<file path="src/sbg_defines.vh">
// Register map, field positions, reset values and divider constants of the baud generator.
// Function
// RQ1 - Noise filter acts only on the receive input and only in asynchronous mode.
// RQ2 - Filter select bit 0 enables, 1 bypasses; it resets to 1.
// RQ3 - Sampling control bits 7 to 3 and 1 to 0 read 1; writes ignored.
// RQ4 - Filter is three cascaded sampling latches plus an all-agree comparator.
// RQ5 - Latches sample at the base clock, sixteen times the transfer clock.
// RQ6 - Agreeing latches pass their level; otherwise the previous output holds.
// RQ7 - Asynchronous, prescale 0 and rate 0 give clock divided by 32.
// RQ8 - Synchronous, prescale 0 and rate 0 give clock divided by 4.
// RQ9 - Software must not expect continuous synchronous transfers at the fastest setting.
// RQ10 - Rate value is an 8-bit writable register that resets to all ones.
// RQ11 - Two-bit prescale select n scales the clock by 2 to the (2n-1).
// RQ12 - Bit rate is clock over (rate+1) times 2^(2n-1) times 64 or 8.
// RQ13 - Receiver takes the filtered level when enabled, else the registered raw input.
`ifndef SBG_DEFINES_VH
`define SBG_DEFINES_VH

`define SBG_ADDR_SERIAL_MODE 8'h00
`define SBG_ADDR_RATE_DIVIDER 8'h04
`define SBG_ADDR_RX_SAMPLING 8'h08
`define SBG_ADDR_STATUS 8'h0C

`define SBG_MODE_RESET 8'h00
`define SBG_RATE_RESET 8'hFF
`define SBG_SAMPLING_RESET 8'hFF
`define SBG_SAMPLING_FIXED 8'hFB

`define SBG_MODE_SYNC_BIT 7
`define SBG_MODE_PSC_HI_BIT 1
`define SBG_MODE_PSC_LO_BIT 0
`define SBG_SAMPLING_BYPASS_BIT 2

`define SBG_PSC_MAX_N0 7'h01
`define SBG_PSC_MAX_N1 7'h07
`define SBG_PSC_MAX_N2 7'h1F
`define SBG_PSC_MAX_N3 7'h7F

`define SBG_ASYNC_TICKS_PER_BIT 5'h10
`define SBG_SYNC_TICKS_PER_BIT 5'h02
`define SBG_FILTER_STAGES 3

`endif

</file>
<file path="src/sbg_top.v">
// Baud-rate generator with selectable receive noise filter and an APB register slave.
`timescale 1ns/1ps
`include "sbg_defines.vh"

module sbg_top
(
   input wire clk_i,
   input wire resetn_i,
   input wire psel_i,
   input wire penable_i,
   input wire pwrite_i,
   input wire [7:0] paddr_i,
   input wire [31:0] pwdata_i,
   output wire pready_o,
   output reg [31:0] prdata_o,
   output reg pslverr_o,
   input wire rxd_i,
   output reg sample_tick_o,
   output reg bit_tick_o,
   output reg ser_clk_o,
   output reg rx_level_o,
   output reg sync_mode_o
);

   reg rst_meta_q;
   reg rst_sync_q;
   wire rst_n;

   reg [7:0] mode_q;
   reg [7:0] rate_q;
   reg bypass_q;
   reg cfg_wr_q;

   reg [6:0] psc_cnt_q;
   reg [6:0] psc_max;
   reg [7:0] rate_cnt_q;
   reg [4:0] bit_cnt_q;
   wire [4:0] ticks_per_bit;

   reg raw_q;
   reg [`SBG_FILTER_STAGES-1:0] latch_q;
   wire [`SBG_FILTER_STAGES:0] chain_in;
   reg filt_q;
   wire all_high;
   wire all_low;
   wire filter_on;

   wire setup;
   wire wr_en;
   reg [31:0] rdata_d;
   reg err_d;
   wire [1:0] psc_sel;
   wire psc_tick;
   wire base_tick;
   localparam [7:0] SAMPLING_RESET = `SBG_SAMPLING_RESET;

   // Reset is applied at once and released after two clock edges.
   always @(posedge clk_i or negedge resetn_i)
   begin
      if (!resetn_i)
      begin
         rst_meta_q <= 1'b0;
         rst_sync_q <= 1'b0;
      end
      else
      begin
         rst_meta_q <= 1'b1;
         rst_sync_q <= rst_meta_q;
      end
   end
   assign rst_n = rst_sync_q;

   // The slave answers in the first access cycle with data prepared at setup.
   assign pready_o = 1'b1;
   assign setup = psel_i & ~penable_i;
   assign wr_en = psel_i & penable_i & pwrite_i;

   always @*
   begin
      rdata_d = 32'h00000000;
      err_d = 1'b0;
      case (paddr_i)
         `SBG_ADDR_SERIAL_MODE:
         begin
            rdata_d = {24'h000000, mode_q};
         end
         `SBG_ADDR_RATE_DIVIDER:
         begin
            rdata_d = {24'h000000, rate_q};
         end
         `SBG_ADDR_RX_SAMPLING:
         begin
            rdata_d = {24'h000000, `SBG_SAMPLING_FIXED | {5'h00, bypass_q, 2'h0}}; // RQ3
         end
         `SBG_ADDR_STATUS:
         begin
            rdata_d = {29'h00000000, filter_on, raw_q, rx_level_o};
         end
         default:
         begin
            err_d = 1'b1;
         end
      endcase
   end

   always @(posedge clk_i or negedge rst_n)
   begin
      if (!rst_n)
      begin
         prdata_o <= 32'h00000000;
         pslverr_o <= 1'b0;
      end
      else if (setup)
      begin
         prdata_o <= pwrite_i ? 32'h00000000 : rdata_d;
         pslverr_o <= err_d;
      end
   end

   // Configuration registers; the status word is read-only.
   always @(posedge clk_i or negedge rst_n)
   begin
      if (!rst_n)
      begin
         mode_q <= `SBG_MODE_RESET;
         rate_q <= `SBG_RATE_RESET; // RQ10
         bypass_q <= SAMPLING_RESET[`SBG_SAMPLING_BYPASS_BIT]; // RQ2
         cfg_wr_q <= 1'b0;
      end
      else
      begin
         cfg_wr_q <= 1'b0;
         if (wr_en)
         begin
            case (paddr_i)
               `SBG_ADDR_SERIAL_MODE:
               begin
                  mode_q <= {pwdata_i[`SBG_MODE_SYNC_BIT], 5'h00,
                             pwdata_i[`SBG_MODE_PSC_HI_BIT:`SBG_MODE_PSC_LO_BIT]}; // RQ11
                  cfg_wr_q <= 1'b1;
               end
               `SBG_ADDR_RATE_DIVIDER:
               begin
                  rate_q <= pwdata_i[7:0]; // RQ10
                  cfg_wr_q <= 1'b1;
               end
               `SBG_ADDR_RX_SAMPLING:
               begin
                  bypass_q <= pwdata_i[`SBG_SAMPLING_BYPASS_BIT]; // RQ2 RQ3
               end
               default:
               begin
                  cfg_wr_q <= 1'b0;
               end
            endcase
         end
      end
   end

   // Prescaler divides by 2^(2n+1), taking a factor of four from the 64 or 8, so the chain counts 16 or 2.
   assign psc_sel = mode_q[`SBG_MODE_PSC_HI_BIT:`SBG_MODE_PSC_LO_BIT];

   always @*
   begin
      case (psc_sel)
         2'h0: psc_max = `SBG_PSC_MAX_N0; // RQ11
         2'h1: psc_max = `SBG_PSC_MAX_N1;
         2'h2: psc_max = `SBG_PSC_MAX_N2;
         2'h3: psc_max = `SBG_PSC_MAX_N3;
         default: psc_max = `SBG_PSC_MAX_N0;
      endcase
   end

   assign ticks_per_bit = mode_q[`SBG_MODE_SYNC_BIT] ? `SBG_SYNC_TICKS_PER_BIT :
                          `SBG_ASYNC_TICKS_PER_BIT; // RQ7 RQ8 RQ12

   assign psc_tick = (psc_cnt_q == psc_max);
   assign base_tick = psc_tick && (rate_cnt_q == rate_q);

   // A write to the mode or rate register restarts every divider stage from zero.
   always @(posedge clk_i or negedge rst_n)
   begin
      if (!rst_n)
      begin
         psc_cnt_q <= 7'h00;
         rate_cnt_q <= 8'h00;
         bit_cnt_q <= 5'h00;
         sample_tick_o <= 1'b0;
         bit_tick_o <= 1'b0;
         ser_clk_o <= 1'b0;
         sync_mode_o <= 1'b0;
      end
      else if (cfg_wr_q)
      begin
         psc_cnt_q <= 7'h00;
         rate_cnt_q <= 8'h00;
         bit_cnt_q <= 5'h00;
         sample_tick_o <= 1'b0;
         bit_tick_o <= 1'b0;
         ser_clk_o <= 1'b0;
         sync_mode_o <= mode_q[`SBG_MODE_SYNC_BIT];
      end
      else
      begin
         sync_mode_o <= mode_q[`SBG_MODE_SYNC_BIT];
         sample_tick_o <= base_tick; // RQ5
         bit_tick_o <= 1'b0;
         psc_cnt_q <= psc_tick ? 7'h00 : psc_cnt_q + 7'h01;
         if (psc_tick)
         begin
            rate_cnt_q <= (rate_cnt_q == rate_q) ? 8'h00 : rate_cnt_q + 8'h01; // RQ12
         end
         if (base_tick)
         begin
            if (bit_cnt_q == ticks_per_bit - 5'h01)
            begin
               bit_cnt_q <= 5'h00;
               bit_tick_o <= 1'b1; // RQ7 RQ8
            end
            else
            begin
               bit_cnt_q <= bit_cnt_q + 5'h01;
            end
            // Serial clock is high in the second half of each bit period.
            ser_clk_o <= (bit_cnt_q == (ticks_per_bit >> 1) - 5'h01) ? 1'b1 :
                         (bit_cnt_q == ticks_per_bit - 5'h01) ? 1'b0 : ser_clk_o;
         end
      end
   end

   // Receive input is registered once before the filter and the bypass path.
   always @(posedge clk_i or negedge rst_n)
   begin
      if (!rst_n)
      begin
         raw_q <= 1'b1;
      end
      else
      begin
         raw_q <= rxd_i;
      end
   end

   assign filter_on = ~bypass_q & ~mode_q[`SBG_MODE_SYNC_BIT]; // RQ1 RQ2
   // Stage zero takes the registered input, every later stage the one before it.
   assign chain_in = {latch_q, raw_q}; // RQ4

   genvar gi;
   generate
      for (gi = 0; gi < `SBG_FILTER_STAGES; gi = gi + 1)
      begin : g_latch
         always @(posedge clk_i or negedge rst_n)
         begin
            if (!rst_n)
            begin
               latch_q[gi] <= 1'b1;
            end
            else if (sample_tick_o)
            begin
               latch_q[gi] <= chain_in[gi]; // RQ4 RQ5
            end
         end
      end
   endgenerate

   assign all_high = &latch_q; // RQ4
   assign all_low = ~|latch_q; // RQ4

   always @(posedge clk_i or negedge rst_n)
   begin
      if (!rst_n)
      begin
         filt_q <= 1'b1;
      end
      else if (all_high)
      begin
         filt_q <= 1'b1; // RQ6
      end
      else if (all_low)
      begin
         filt_q <= 1'b0; // RQ6
      end
   end

   // The receiver sees the filter output only while the filter is in use.
   always @(posedge clk_i or negedge rst_n)
   begin
      if (!rst_n)
      begin
         rx_level_o <= 1'b1;
      end
      else
      begin
         rx_level_o <= filter_on ? filt_q : raw_q; // RQ13 RQ1
      end
   end

endmodule

</file>
<file path="config.mk">
export PLATFORM = sky130hd
export DESIGN_NAME = sbg_top
export DESIGN_NICKNAME = d
export VERILOG_FILES = /design/src/sbg_top.v
export VERILOG_INCLUDE_DIRS = /design/src /design/src/src
export SDC_FILE = /design/constraint.sdc
export NUM_CORES = 1
export LEC_CHECK = 0
export BUFFER_PORTS_ARGS = -buffer_cell sky130_fd_sc_hd__buf_2
export CORE_MARGIN = 1.5
export CORE_UTILIZATION = 55
export CTS_BUF_LIST = sky130_fd_sc_hd__clkbuf_8
export CTS_CLUSTER_DIAMETER = 200
export DETAILED_ROUTE_END_ITERATION = 6
export GPL_TIMING_DRIVEN = 0
export PLACE_DENSITY = 0.84
export SKIP_LAST_GASP = 1
export SYNTH_ARGS = -nofsm -noshare
export SYNTH_HDL_FRONTEND = slang
export SYNTH_SLANG_ARGS = --single-unit
</file>
<file path="constraint.sdc">
create_clock -name clk_i -period 3.2 [get_ports clk_i]
set_input_delay 0.32 -clock clk_i [delete_from_list [all_inputs] [get_ports clk_i]]
set_output_delay 0.32 -clock clk_i [all_outputs]
set_load 0.02 [all_outputs]
</file>
=== Word level (Yosys, flattened, before mapping) ===
Index checks and enable logic that the tools add are counted.
Widths: inputs -> output; s select.

* Register bits after elaboration: 78
* Input bits: 46
* Output and inout port bits: 39
* Word-level logic and storage cells: 84

* Add/sub/neg operators: 5
* Equality and inequality tests: 11
* Muxes and demuxes: 26
* Bitwise gates (word level): 7
* Reduce and logical (&&, ||, !) cells: 14

{| class="wikitable"
|+ Operators with widths
! operator !! number
|-
| $mux 32 || 1
|-
| $pmux 8 s4 || 1
|-
| $pmux 7 s4 || 1
|-
| $mux 8 || 3
|-
| $mux 5 || 4
|-
| $eq 8x4->1 const B || 2
|-
| $mux 1 || 14
|-
| $mux 7 || 2
|-
| $eq 5x5->1 || 2
|-
| $add 8x1->8 const B || 1
|-
| $eq 8x3->1 const B || 1
|-
| $eq 8x8->1 || 1
|-
| $logic_not 8->1 || 1
|-
| $reduce_and 2->1 || 4
|-
| $add 7x1->7 const B || 1
|-
| $eq 7x7->1 || 1
|-
| $add 5x1->5 const B || 1
|-
| $sub 4x1->5 const B || 1
|-
| $sub 5x1->5 const B || 1
|-
| $and 1x1->1 || 4
|-
| $eq 2x2->1 const B || 2
|-
| $reduce_bool 2->1 || 2
|-
| $reduce_or 4->1 || 1
|-
| $not 1->1 || 3
|-
| 8 further kinds || 8
|}

=== Logic depth before layout (Yosys ltp) ===
* Word-level depth: 7
* Mapped depth: 8

=== Worst setup path before layout ===
OpenSTA, ideal clock, no wires.

* Kind: register to register
* From: register mode_q[1]
* To: register bit_cnt_q[4]
* Library setup time: 0.078 ns
* Data arrival time: 1.866 ns
* Data required time: 3.122 ns
* Setup slack: 1.256 ns
* Cell stages (with the launch flop): 8
* Clock period less this slack: 1.944 ns
* Path through: dfrtp_1 > buf_6 > or3_4 > a21boi_4 > nand3_2 > buf_6 > or4b_1 > a21oi_1

* Longest elaborated chain between the ends: 5
* Elaborated cells on any way between the ends: 8
* Those cells by class: eq/ne (4); mux (1); reduce/logical (3)

{| class="wikitable"
|+ Ends and longest elaborated chain
! what !! line !! source
|-
| start: declaration || sbg_top.v:29 || <nowiki>reg [7:0] mode_q;</nowiki>
|-
| start signal: assignment || sbg_top.v:125 || <nowiki>mode_q <= `SBG_MODE_RESET;</nowiki>
|-
| start signal: assignment || sbg_top.v:138 || <nowiki>mode_q <= {pwdata_i[`SBG_MODE_SYNC_BIT], 5'h00,</nowiki>
|-
| $eq 2x2->1 (tied with other cells) || sbg_top.v:165 || <nowiki>case (psc_sel)</nowiki>
|-
| $pmux 7 s4 * || sbg_top.v:165 ||
|-
| $eq 7x7->1 * || sbg_top.v:177 || <nowiki>assign psc_tick = (psc_cnt_q == psc_max);</nowiki>
|-
| $logic_and 1x1->1 * || sbg_top.v:178 || <nowiki>assign base_tick = psc_tick && (rate_cnt_q == rate_q);</nowiki>
|-
| $reduce_bool 2->1 (no source line) * || n/a ||
|-
| end signal: assignment || sbg_top.v:222 || <nowiki>bit_cnt_q <= bit_cnt_q + 5'h01;</nowiki>
|-
| end: declaration || sbg_top.v:37 || <nowiki>reg [4:0] bit_cnt_q;</nowiki>
|}

Every way passes the cells marked *; elsewhere a longest branch is shown, timed or not. The select of a mux whose other input is x is not followed.
A chain may end at the register's enable or synchronous reset.

=== Worst setup path in the final report ===
* From: register rate_q[1]
* To: register bit_cnt_q[2]

* Longest elaborated chain between the ends: 3

{| class="wikitable"
|+ Ends and longest elaborated chain
! what !! line !! source
|-
| start: declaration || sbg_top.v:30 || <nowiki>reg [7:0] rate_q;</nowiki>
|-
| start signal: assignment || sbg_top.v:126 || <nowiki>rate_q <= `SBG_RATE_RESET;</nowiki>
|-
| start signal: assignment || sbg_top.v:144 || <nowiki>rate_q <= pwdata_i[7:0];</nowiki>
|-
| $eq 8x8->1 || sbg_top.v:178 ||
|-
| $logic_and 1x1->1 || sbg_top.v:178 ||
|-
| $reduce_bool 2->1 (no source line) || n/a ||
|}

No other way between the ends.

==> results.sh <==
export IMPL_hold_viol_final=0
export IMPL_finalCriticalPeriod_ns=2.24
export IMPL_syn_inst=277
export IMPL_critPathKind="register to register"
export IMPL_yosysMostFrequentCell="dfrtp_1"
export IMPL_root_buffer="clkbuf_8"
export IMPL_synth_flop_cell="dfrtp_1"
export IMPL_ys_types=47
export IMPL_vdd_ir_drop_max_mv=0.395
export IMPL_gp_congestion=0.872
export IMPL_hpwl_um=4070
export IMPL_critPathMaxStageDelay_ns=0.58
export IMPL_ys_seq_area_frac=0.480
export IMPL_grt_pass1_wl_um=9360
export IMPL_crit_arrival_ns=2.42
export IMPL_timing_final_ws_setup_ns=0.956
export IMPL_clockBufferDepth=2
export IMPL_synth_top_area_cell="dfrtp_1"
export IMPL_p_per_area_nw_per_um2=600
export IMPL_avgSynthCellArea_sq_um=10.3
export IMPL_postCtsSetupRepairBufs=0
export IMPL_finalSetupViolations=0
export IMPL_drc_errors=0
export IMPL_r2r_start="rate_q[1]"
export IMPL_min_period_over_period=0.701
export IMPL_path_clk_slew_ns=0.09
export IMPL_cts_sinks=54
export IMPL_setup_tns_ns=0
export IMPL_grt_setup_unrepaired="no"
export IMPL_status="complete, no violations"
export IMPL_antenna_cells=0
export IMPL_hold_class="input port to register"
export IMPL_core_sq_um=5040
export IMPL_final_net_count=392
export IMPL_drt_iter0_drc=165
export IMPL_antenna_found_initial=0
export IMPL_ff2ff_path_depth=6
export IMPL_worst_slew_pin_slew_ns=0.719
export IMPL_cp_data_required_time_ns=3.38
export IMPL_async_reset_ff_frac=1.00
export IMPL_cp_max_fo=10
export IMPL_hold_path_depth=1
export IMPL_grt_usage=0.223
export IMPL_std_cell_rows=26
export IMPL_drive_gt1_frac=0.320
export IMPL_cap_violations=0
export IMPL_synth_top_cells_by_area="dfrtp_1, dfstp_2, mux2_2"
export IMPL_pre_cts_ws_ns=1.03
export IMPL_dr_total_vias=2162
export IMPL_grt_max_degree=30
export IMPL_die_area_sq_um=5630
export IMPL_worstPathBufferInverterCount=1
export IMPL_crit_path_cell_trace="xor2_1 > nor4_2 > nand2_1 > clkbuf_1 > o31ai_1 > a21oi_1"
export IMPL_ioPinCount=85
export IMPL_die_x_um=75.0
export IMPL_htreeDepth=2
export IMPL_ys_ff_latch=54
export IMPL_rrSetupSlack_ns=0.96
export IMPL_drt_wl_total_um=5520
export IMPL_end_kind="register"
export IMPL_slowest_stage="nor4_2"
export IMPL_drt_pass1_iter_count=4
export IMPL_vias_per_cell=5.22
export IMPL_fmax_mhz=446
export IMPL_reg2reg_to="bit_cnt_q[2]"
export IMPL_grt_overflow_total=0
export IMPL_cts_tree="done"
export IMPL_ant_nets=0
export IMPL_synth_top_area_frac=0.342
export IMPL_syn_area_sq_um=2850
export IMPL_cts_inserted_buffers=5
export IMPL_post_cts_resized=0
export IMPL_cp_start_kind="register"
export IMPL_hold_slack_ns=0.0961
export IMPL_clk_latency_ns=0.31
export IMPL_min_to="raw_q"
export IMPL_io_buffers=33
export IMPL_crit_family="simple AND/OR/NAND/NOR gates"
export IMPL_finClkSkew_ns=0.00595
export IMPL_postPlaceCellArea_sq_um=3220
export IMPL_synth_edf_count=0
export IMPL_fin_area_sq_um=3310
export IMPL_initial_core_util=0.566
export IMPL_relSlewSlack=0.516
export IMPL_finalPower_mw=1.99
export IMPL_grt_pass1_vias=2045
export IMPL_leakagePower_nw=1.59
export IMPL_hp_start="rxd_i"
export IMPL_finalMaxSlewViolations=0
export IMPL_syn_to_final_growth_pct=16.1
export IMPL_ys_top_cells_by_count="dfrtp_1, buf_4, nand2_1"
export IMPL_die_h_um=75.0
export IMPL_yosysWarnings=0
export IMPL_avgRoutedWirePerCell_um=13.3
layout by cell type (no fill, tap or decap), drive strengths merged, types with 5 or more instances in the layout:
cell    instances
nor2           15
clkbuf         13
o21ai          18
dfrtp          39
nor3            7
buf            63
dfstp          15
nand3           9
conb           26
nand4           5
a21oi          21
xor2           10
nand2          23
mux2           17
what timing repair did:
item / 4_1_cts / 5_1_grt
hold buffers: 1 / 0
endpoints found under the hold margin: 2 / 0
setup endpoints to repair: 0 / 0
metal layers:
layer,global-route usage,share of wire,wire [um],up-vias
met1,0.291,0.44,2430,1033
li1,-,-,-,1064
met5,0,0,0,-
met3,0.0482,0.047,258,5
met4,0.0646,0.011,63,0
met2,0.377,0.50,2770,60
state kept, by name, indices dropped and copies added, names as in the netlist:
register,count
prdata_o,8
rate_cnt_q,8
rate_q,8
psc_cnt_q,7
bit_cnt_q,5
chain_in,3
mode_q,3
bit_tick_o,1
bypass_q,1
cfg_wr_q,1
filt_q,1
pslverr_o,1
raw_q,1
rst_meta_q,1
rst_n,1
rx_level_o,1
sample_tick_o,1
ser_clk_o,1
sync_mode_o,1
worst max path at each step:
stage / startpoint / slack (ns) / depth (start not counted) / end
finish: rate_q[1] / 0.96 / 6 / bit_cnt_q[2]
global route: rate_q[5] / 0.75 / 6 / bit_cnt_q[2]
CTS: rate_q[1] / 0.96 / 6 / bit_cnt_q[2]
detailed placement: rate_q[1] / 1.03 / 6 / bit_cnt_q[3]
global placement: rate_q[5] / 1.05 / 6 / bit_tick_o
floorplan: mode_q[1] / 1.26 / 7 / bit_cnt_q[4]
layout make-up:
class / instances / area (sq um)
well taps: 70 / 87.6
clock buffers: 5 / 68.8
flip-flops and latches: 54 / 1370
clock inverters: 3 / 17.5
plain buffers: 37 / 250
repair buffers: 35 / 195
inverters: 1 / 3.75
multi-input cells: 209 / 1320
fillers: 388 / 1730
metrics by stage:
step | cells | util
detailed placement | 405 | 0.638
finish | 414 | 0.657
CTS | 414 | 0.657
global route | 414 | 0.657
floorplan | 301 | -
global placement | 404 | 0.634
cell families after synthesis:
logic type,count (synthesis),share of synthesized area
flops,54,0.480
xor+xnor,13,0.0399
compound gates,55,0.117
fa+ha+maj,3,0.0132
buf+inv,38,0.0890
simple gates,91,0.178
mux,21,0.0811
other cells,2,0.00263
report_power, final:
part	switching, mW	internal, mW
clock	0.219	0.152
sequential	0.117	0.811
combinational	0.400	0.291
Note: power is estimated with default switching activity, not from simulation.
